===== config.mk =====
export PLATFORM = sky130hd
export DESIGN_NAME = pio_io_pulse_gen
export DESIGN_NICKNAME = d
export VERILOG_FILES = /design/src/inc/pio_pkg.sv /design/src/hdl/pio_io_pulse_gen.sv /design/src/hdl/pio_slot_timer.sv
export SDC_FILE = /design/constraint.sdc
export NUM_CORES = 1
export LEC_CHECK = 0
export ABC_AREA = 1
export BUFFER_PORTS_ARGS = -buffer_cell sky130_fd_sc_hd__buf_2
export CAP_MARGIN = 20
export CORE_MARGIN = 8
export CORE_UTILIZATION = 44
export DETAILED_ROUTE_END_ITERATION = 8
export GPL_ROUTABILITY_DRIVEN = 0
export PLACE_DENSITY = 0.82
export RECOVER_POWER = 25
export SLEW_MARGIN = 30
export SYNTH_ARGS = -nofsm -noshare
export SYNTH_HDL_FRONTEND = slang
export SYNTH_SLANG_ARGS = --single-unit

===== constraint.sdc =====
create_clock -name ref_clk -period 1.3 [get_ports ref_clk]
set_input_delay 0 -clock ref_clk [delete_from_list [all_inputs] [get_ports ref_clk]]
set_output_delay 0 -clock ref_clk [all_outputs]
set_load 0.05 [all_outputs]

===== src/inc/pio_pkg.sv =====
// Constants, field positions and states of the programmed-transfer I/O logic.
// Assumes a single 100 MHz clock shared with the processor timing chain.
package pio_pkg;

	// Timing figures as specified, and cycle counts derived from them
	localparam int CLK_PERIOD_NS = 10;
	localparam int IO_CYCLE_NS   = 4250;
	localparam int PULSE_NS      = 1000;
	// Whole cycle is a longest time, so it rounds down
	localparam int IO_CYCLE_CLKS = IO_CYCLE_NS / CLK_PERIOD_NS;
	localparam int SLOT_CLKS     = IO_CYCLE_CLKS / 3;
	localparam int PULSE_CLKS    = PULSE_NS / CLK_PERIOD_NS;
	localparam int CNT_W         = 9;

	// Instruction word; vector bit 0 is instruction bit 11
	localparam int          WORD_W    = 12;
	localparam int          OPC_MSB   = 11;
	localparam int          OPC_LSB   = 9;
	localparam logic [2:0]  OPC_IOT   = 3'h6;
	localparam int          SEL_MSB   = 8;
	localparam int          SEL_LSB   = 3;
	localparam int          SEL_W     = 6;
	localparam int          GATE_W    = 3;
	localparam logic [11:0] WORD_RST  = 12'h000;

	typedef enum logic [3:0] {
		ST_IDLE  = 4'h1,
		ST_SLOT1 = 4'h2,
		ST_SLOT2 = 4'h4,
		ST_SLOT3 = 4'h8
	} pio_state_t;

endpackage : pio_pkg


===== src/hdl/pio_io_pulse_gen.sv =====
// Processor end of the bussed programmed-transfer I/O interface: slow cycle
// control, three-slot pulse generator, select code drive, accumulator and
// skip sampling. Assumes bus inputs are synchronous and active low.
//
// How it works
// - Opcode 6 in the top three bits marks an I/O transfer; slow cycle.
// - Each I/O transfer takes one expanded cycle of about 4.25 us.
// - Slow cycle with fourth timing pulse starts I/O and sets pause.
// - Three slots; bits 11, 10, 9 gate first, second, third pulse.
// - Pulse only if its bit is one; all slots always elapse.
// - A strobe follows the end of each slot's pulse; the input lines are sampled during the pulse.
// - After the third slot pause clears and normal timing resumes.
// - Every I/O transfer uses the slow cycle, no shortcuts.
// - True and complement of instruction bits 3 to 8 drive select code.
// - All transfers pass the 12-bit accumulator, up to twelve bits wide.
// - Skip bus low at pulse end advances program counter by one.
// - Input bus low sets accumulator bits; OR unless clear line asserted.
`timescale 1ns/1ns
module pio_io_pulse_gen #(
	parameter int SLOT_CLKS  = pio_pkg::SLOT_CLKS,
	parameter int PULSE_CLKS = pio_pkg::PULSE_CLKS
) (
	// Clock and reset
	input  wire logic        ref_clk,
	input  wire logic        rstn,
	// Processor core side
	input  wire logic [11:0] memory_buffer_register,
	input  wire logic        instr_valid,
	input  wire logic        fourth_timing_pulse,
	input  wire logic        acc_load,
	input  wire logic [11:0] acc_load_data,
	output logic             io_pause,
	output logic             io_strobe,
	output logic             io_done,
	output logic             pc_skip,
	output logic [11:0]      working_accumulator,
	// I/O bus
	output logic             processor_pulse_first,
	output logic             processor_pulse_second,
	output logic             processor_pulse_third,
	output logic [5:0]       select_code_true,
	output logic [5:0]       select_code_comp,
	output logic [11:0]      buffered_accumulator_lines,
	input  wire logic [11:0] acc_in_bus_n,
	input  wire logic        accumulator_clear_line_low,
	input  wire logic        skip_bus_n
);

	pio_pkg::pio_state_t state_q, state_d;
	logic [11:0] instr_q, instr_d;
	logic [11:0] acc_q, acc_d;
	logic [2:0]  pulse_q, pulse_d;
	logic        pause_q, pause_d;
	logic        strobe_q, strobe_d;
	logic        done_q, done_d;
	logic        skip_seen_q, skip_seen_d;
	logic        skip_q, skip_d;
	logic        slow_cycle;
	logic        io_start;
	logic        win;
	logic        last;
	logic        slot_end;
	logic [2:0]  slot_sel;

	// No shorter path for internal functions: every opcode 6 is slow
	assign slow_cycle = instr_valid && (memory_buffer_register
		[pio_pkg::OPC_MSB:pio_pkg::OPC_LSB] == pio_pkg::OPC_IOT);
	assign io_start = slow_cycle && fourth_timing_pulse
		&& (state_q == pio_pkg::ST_IDLE);

	pio_slot_timer #(
		.SLOT_CLKS  (SLOT_CLKS),
		.PULSE_CLKS (PULSE_CLKS)
	) u_timer (
		.ref_clk  (ref_clk),
		.rstn     (rstn),
		.run      (state_q != pio_pkg::ST_IDLE),
		.win      (win),
		.last     (last),
		.slot_end (slot_end)
	);

	assign slot_sel = {state_q == pio_pkg::ST_SLOT3,
		state_q == pio_pkg::ST_SLOT2, state_q == pio_pkg::ST_SLOT1};

	// Sequencer and pause
	always_comb begin
		state_d = state_q;
		instr_d = instr_q;
		pause_d = pause_q;
		done_d  = 1'b0;
		unique case (state_q)
			pio_pkg::ST_IDLE: begin
				if (io_start) begin
					instr_d = memory_buffer_register;
					pause_d = 1'b1;
					state_d = pio_pkg::ST_SLOT1;
				end
			end
			pio_pkg::ST_SLOT1: begin
				if (slot_end) state_d = pio_pkg::ST_SLOT2;
			end
			pio_pkg::ST_SLOT2: begin
				if (slot_end) state_d = pio_pkg::ST_SLOT3;
			end
			pio_pkg::ST_SLOT3: begin
				if (slot_end) begin
					pause_d = 1'b0;
					done_d  = 1'b1;
					state_d = pio_pkg::ST_IDLE;
				end
			end
			default: state_d = pio_pkg::ST_IDLE;
		endcase
	end

	always_ff @(posedge ref_clk or negedge rstn) begin
		if (!rstn) begin
			state_q <= pio_pkg::ST_IDLE;
			instr_q <= pio_pkg::WORD_RST;
			pause_q <= 1'b0;
			done_q  <= 1'b0;
		end else begin
			state_q <= state_d;
			instr_q <= instr_d;
			pause_q <= pause_d;
			done_q  <= done_d;
		end
	end

	// Pulses, strobe, skip and accumulator
	always_comb begin
		// Slot k pulse gated by vector bit k, i.e. instruction bit 11-k
		pulse_d     = slot_sel & instr_q[pio_pkg::GATE_W-1:0]
			& {pio_pkg::GATE_W{win}};
		strobe_d    = last;
		skip_seen_d = skip_seen_q;
		skip_d      = 1'b0;
		acc_d       = acc_q;
		if (io_start) begin
			skip_seen_d = 1'b0;
		end
		// Sampled on the pulse's last cycle, while the device still drives it
		if (last && (|pulse_q) && !skip_bus_n) begin
			skip_seen_d = 1'b1;
		end
		if (done_d) begin
			skip_d = skip_seen_d;
		end
		if (acc_load) begin
			acc_d = acc_load_data;
		end else if (|pulse_q) begin
			// Clear and set in one pulse leave only the incoming bits
			acc_d = (accumulator_clear_line_low ? acc_q : '0)
				| ~acc_in_bus_n;
		end
	end

	always_ff @(posedge ref_clk or negedge rstn) begin
		if (!rstn) begin
			pulse_q     <= '0;
			strobe_q    <= 1'b0;
			skip_seen_q <= 1'b0;
			skip_q      <= 1'b0;
			acc_q       <= pio_pkg::WORD_RST;
		end else begin
			pulse_q     <= pulse_d;
			strobe_q    <= strobe_d;
			skip_seen_q <= skip_seen_d;
			skip_q      <= skip_d;
			acc_q       <= acc_d;
		end
	end

	assign io_pause                   = pause_q;
	assign io_strobe                  = strobe_q;
	assign io_done                    = done_q;
	assign pc_skip                    = skip_q;
	assign working_accumulator        = acc_q;
	assign buffered_accumulator_lines = acc_q;
	assign processor_pulse_first      = pulse_q[0];
	assign processor_pulse_second     = pulse_q[1];
	assign processor_pulse_third      = pulse_q[2];
	// Select code held from the latched word for the whole cycle
	assign select_code_true =
		instr_q[pio_pkg::SEL_MSB:pio_pkg::SEL_LSB];
	assign select_code_comp =
		~instr_q[pio_pkg::SEL_MSB:pio_pkg::SEL_LSB];

	// Checks
	logic [pio_pkg::CNT_W:0] pause_cnt_q;
	always_ff @(posedge ref_clk or negedge rstn) begin
		if (!rstn) begin
			pause_cnt_q <= '0;
		end else begin
			pause_cnt_q <= pause_q ? pause_cnt_q + 1'b1 : '0;
		end
	end
endmodule : pio_io_pulse_gen


===== src/hdl/pio_slot_timer.sv =====
// Slot timer for the I/O pulse generator: counts cycles inside one slot.
// Assumes run is held for whole slots; dropping run returns to count zero.
`timescale 1ns/1ns
module pio_slot_timer #(
	parameter int SLOT_CLKS  = pio_pkg::SLOT_CLKS,
	parameter int PULSE_CLKS = pio_pkg::PULSE_CLKS
) (
	// Clock and reset
	input  wire logic ref_clk,
	input  wire logic rstn,
	// Control
	input  wire logic run,
	// Slot phases
	output logic      win,
	output logic      last,
	output logic      slot_end
);

	logic [pio_pkg::CNT_W-1:0] cnt_q;
	logic [pio_pkg::CNT_W-1:0] cnt_d;

	// Pulse plus its trailing strobe must fit inside a slot
	if (PULSE_CLKS < 1 || PULSE_CLKS + 2 > SLOT_CLKS
	    || SLOT_CLKS >= (1 << pio_pkg::CNT_W)) begin : g_chk
		$error("pio_slot_timer: slot or pulse length out of range");
	end

	always_comb begin
		if (!run || slot_end) begin
			cnt_d = '0;
		end else begin
			cnt_d = cnt_q + 1'b1;
		end
	end

	always_ff @(posedge ref_clk or negedge rstn) begin
		if (!rstn) begin
			cnt_q <= '0;
		end else begin
			cnt_q <= cnt_d;
		end
	end

	assign win      = run && (cnt_q < PULSE_CLKS[pio_pkg::CNT_W-1:0]);
	assign last     = run && (cnt_q == PULSE_CLKS[pio_pkg::CNT_W-1:0]);
	assign slot_end = run && (cnt_q == SLOT_CLKS[pio_pkg::CNT_W-1:0] - 1'b1);

endmodule : pio_slot_timer


==> key figures <==
Detailed routing
  • Final ANT Viol Nets: 0
  • Wirelength, routed: 6200 um
  • Via count: ~2100
  • Drc violations: 0
  • Initial DRC Count: 136
  • Vias per cell: 5.01
  • 1st-pass router iterations: 5
  • Routed len/inst: 14.5 um

Yosys
  • Post-synthesis cell area: 2180 sq um
  • Largest cells by area after synthesis: dfrtp_1, nand2_1, buf_4, inv_1, nor2_1
  • Synth Area per Inst: slightly above 8 sq um
  • Yosys warns: 0
  • Synth top area share: 47.0%
  • Cell count after synthesis: between 200 and 300
  • Syn nets: 313
  • Distinct cells, synth: 27
  • Top cell type by total area after synthesis: dfrtp_1
  • Post-synthesis sequential area ratio: 48.2%
  • Synth Register Bits: 42

Finish
  • Post-route cell area: 2960 sq um
  • Register area: 1060 sq um
  • # diodes: 0
  • Filler instances: between 300 and 400
  • Share of cells above drive strength 1: a little over two fifths
  • Commonest non-fill, non-tap cell in the layout: buf_2
  • Finished Layout Cells: 427
  • Area grow syn2layout: 35.6%
  • Area occupied by multi-input gates: 940 sq um
  • Most frequent cells in the layout: buf_2, nand2_1, dfrtp_1
  • Nets: 404

Global routing
  • Total gr overflow: 0
  • First-pass GRT wire length: 8510 um
  • Largest net degree at the start of global routing: 25
  • Initial antenna violation count: 0
  • GRT Util Overall: between 10% and 20%
  • Vias in the first global route: 1918

Critical path
  • Max Fanout on Critical Path: 4
  • CP Capture Type: flop
  • R2r startpoint: u_timer.cnt_q[0]
  • Family with the most delay on the worst path: flip-flops
  • Worst EP required: 1510 ps
  • Critical path class: flop to flop
  • CP Cell Sequence: inv_2 > ha_4 > inv_1 > nor2_1 > nand2_1 > nor2_2 > nand3_1 > a21oi_2
  • Crit start category: flop
  • Crit path from: u_timer.cnt_q[0]
  • CP max-delay cell: dfrtp_1
  • Critical path's largest stage delay: 430 ps
  • Crit path DAT: 1560 ps
  • Worst path bufs/invs: 2

Status
  • Failing checks: negative setup slack
  • Outcome: finished, violations left

Placement
  • Dpl cell area: 2570 sq um
  • PortBufs: 85
  • Post-DP HPWL: 4010 um
  • Dpl cells: 401

Floorplanning
  • Row count: 25
  • Starting Density: 45.9%
  • Die Y: between 80 and 90 um
  • Die area: ~7500 sq um
  • Core Area: 4750 sq um
  • Die width: 86.5 um
  • # IOs: 86

Timing
  • Setup TNS: -242 ps
  • Least-Margin Pin Slew: between 500 and 600 ps
  • Fin. Hold Viols: 0
  • Clk_skew: around 14 ps
  • Max Slew Vio Count: 0
  • Crit share post-route: 104%
  • Worst setup margin: -49.4 ps
  • RSZ-0062 raised after global routing: true
  • Rel. slew slack: 66.2%
  • Fmax: 741 MHz
  • Minimum clock period: around 1300 ps
  • Final setup vio count: 14

Clock network
  • Worst skew pair latency: around 300 ps
  • CTS Buffer Depth: 2
  • Clock buffer count from CTS: 5
  • CTS tree: built
  • H-tree depth: 2
  • CTS clk-pin slew, worst paths: 90 ps
  • CTS Root Cell: clkbuf_8
  • # clock sinks: 42

Flow run
  • Maximum Capacitance Violations: 0

Power
  • PD cells: 1550 nW/um^2
  • Maximum VDD drop: a little under 900 uV
  • P_leak: 0.00154 uW

Worst hold path
  • HP Start: acc_load_data[5]
  • HP Class: input port to flop
timing repair:
item / CTS / global route
resized for setup: 4 / 31
hold endpoints to repair: 29 / 0
cloned: 0 / 1
pin swaps: 1 / 8
setup buffers: 0 / 5
setup endpoints to repair: 10 / 23
hold buffers: 12 / 0
cells in the mapped netlist (all sizes together):
master / instances
nand2: 55
dfrtp: 41
inv: 40
nor2: 36
buf: 23
a21oi: 20
nand3: 18
o21ai: 10
o22ai: 9
nor3: 8
ha: 2
nand4: 2
a31oi: 1
dfstp: 1
nor3b: 1
or2: 1
final timing paths:
| check | slack (ps) | to | cells past startpoint |
|---|---|---|---|
| min reg2reg | 490 | io_pause | 2 |
| min in group asynchronous | 190 | instr_q[8] | 2 |
| max | -50 | pc_skip | 8 |
| max in group asynchronous | 210 | pulse_q[0] | 3 |
| min | 5 | buffered_accumulator_lines[5] | 3 |
| max reg2reg | -50 | pc_skip | 8 |
power breakdown:
| group | total, uW | switching [uW] | internal [uW] | leakage, uW |
|---|---|---|---|---|
| Sequential | 1610 | 123 | 1490 | 0.000524 |
| Combinational | 1930 | 1370 | 551 | 0.000956 |
| Clock | 1070 | 439 | 626 | 0.0000585 |
kinds of logic after synthesis:
group | share of synthesized area, %
AO/OA/AOI/OAI | 10.6
AND/OR/NAND/NOR | 25.4
buffers and inverters | 14.7
adder cells (fa/ha/maj) | 1.15
flip-flops | 48.2
layout make-up:
cell class,count,share of cell area [%]
Inverter,40,5.07
Multi-Input combinational cell,164,31.7
Timing Repair Buffer,106,20.7
Clock buffer,7,2.92
Tap cell,67,2.83
Clock inverter,1,1.01
Sequential cell,42,35.7
worst reg2reg max path: stages (launching register included):
cell	delay [ps]
dfrtp_1	430
inv_2	90
ha_4	150
inv_1	50
nor2_1	110
nand2_1	90
nor2_2	80
nand3_1	120
a21oi_2	170
per-layer routing:
layer / routed length, um / vias up / global-route usage (%)
li1: - / 1014 / -
met1: 2250 / 995 / 14.7
met2: 3230 / 111 / 25.3
met3: 552 / 18 / 4.91
met4: 167 / 0 / 6.26
met5: 0 / - / 0
state kept, by name, indices dropped and copies added, names as in the netlist, 3 cells and up:
signal,count
buffered_accumulator_lines,12
instr_q,9
u_timer.cnt_q,9
state_q,4
pulse_q,3
per-stage QoR:
step | hold WS [ps] | total power [uW] | worst slack (ps) | util, %
CTS | 0.964 | 4360 | 1.25 | 59.5
detailed placement | -22.1 | 3260 | -18.6 | 54.1
floorplan | -296 | 2970 | 7.01 | -
global placement | -31.0 | 3230 | 12.6 | 54.1
finish | 4.64 | 4600 | -49.4 | 62.3
global route | 15.0 | 4800 | -127 | 62.3
(Power assumes the default switching activity.)
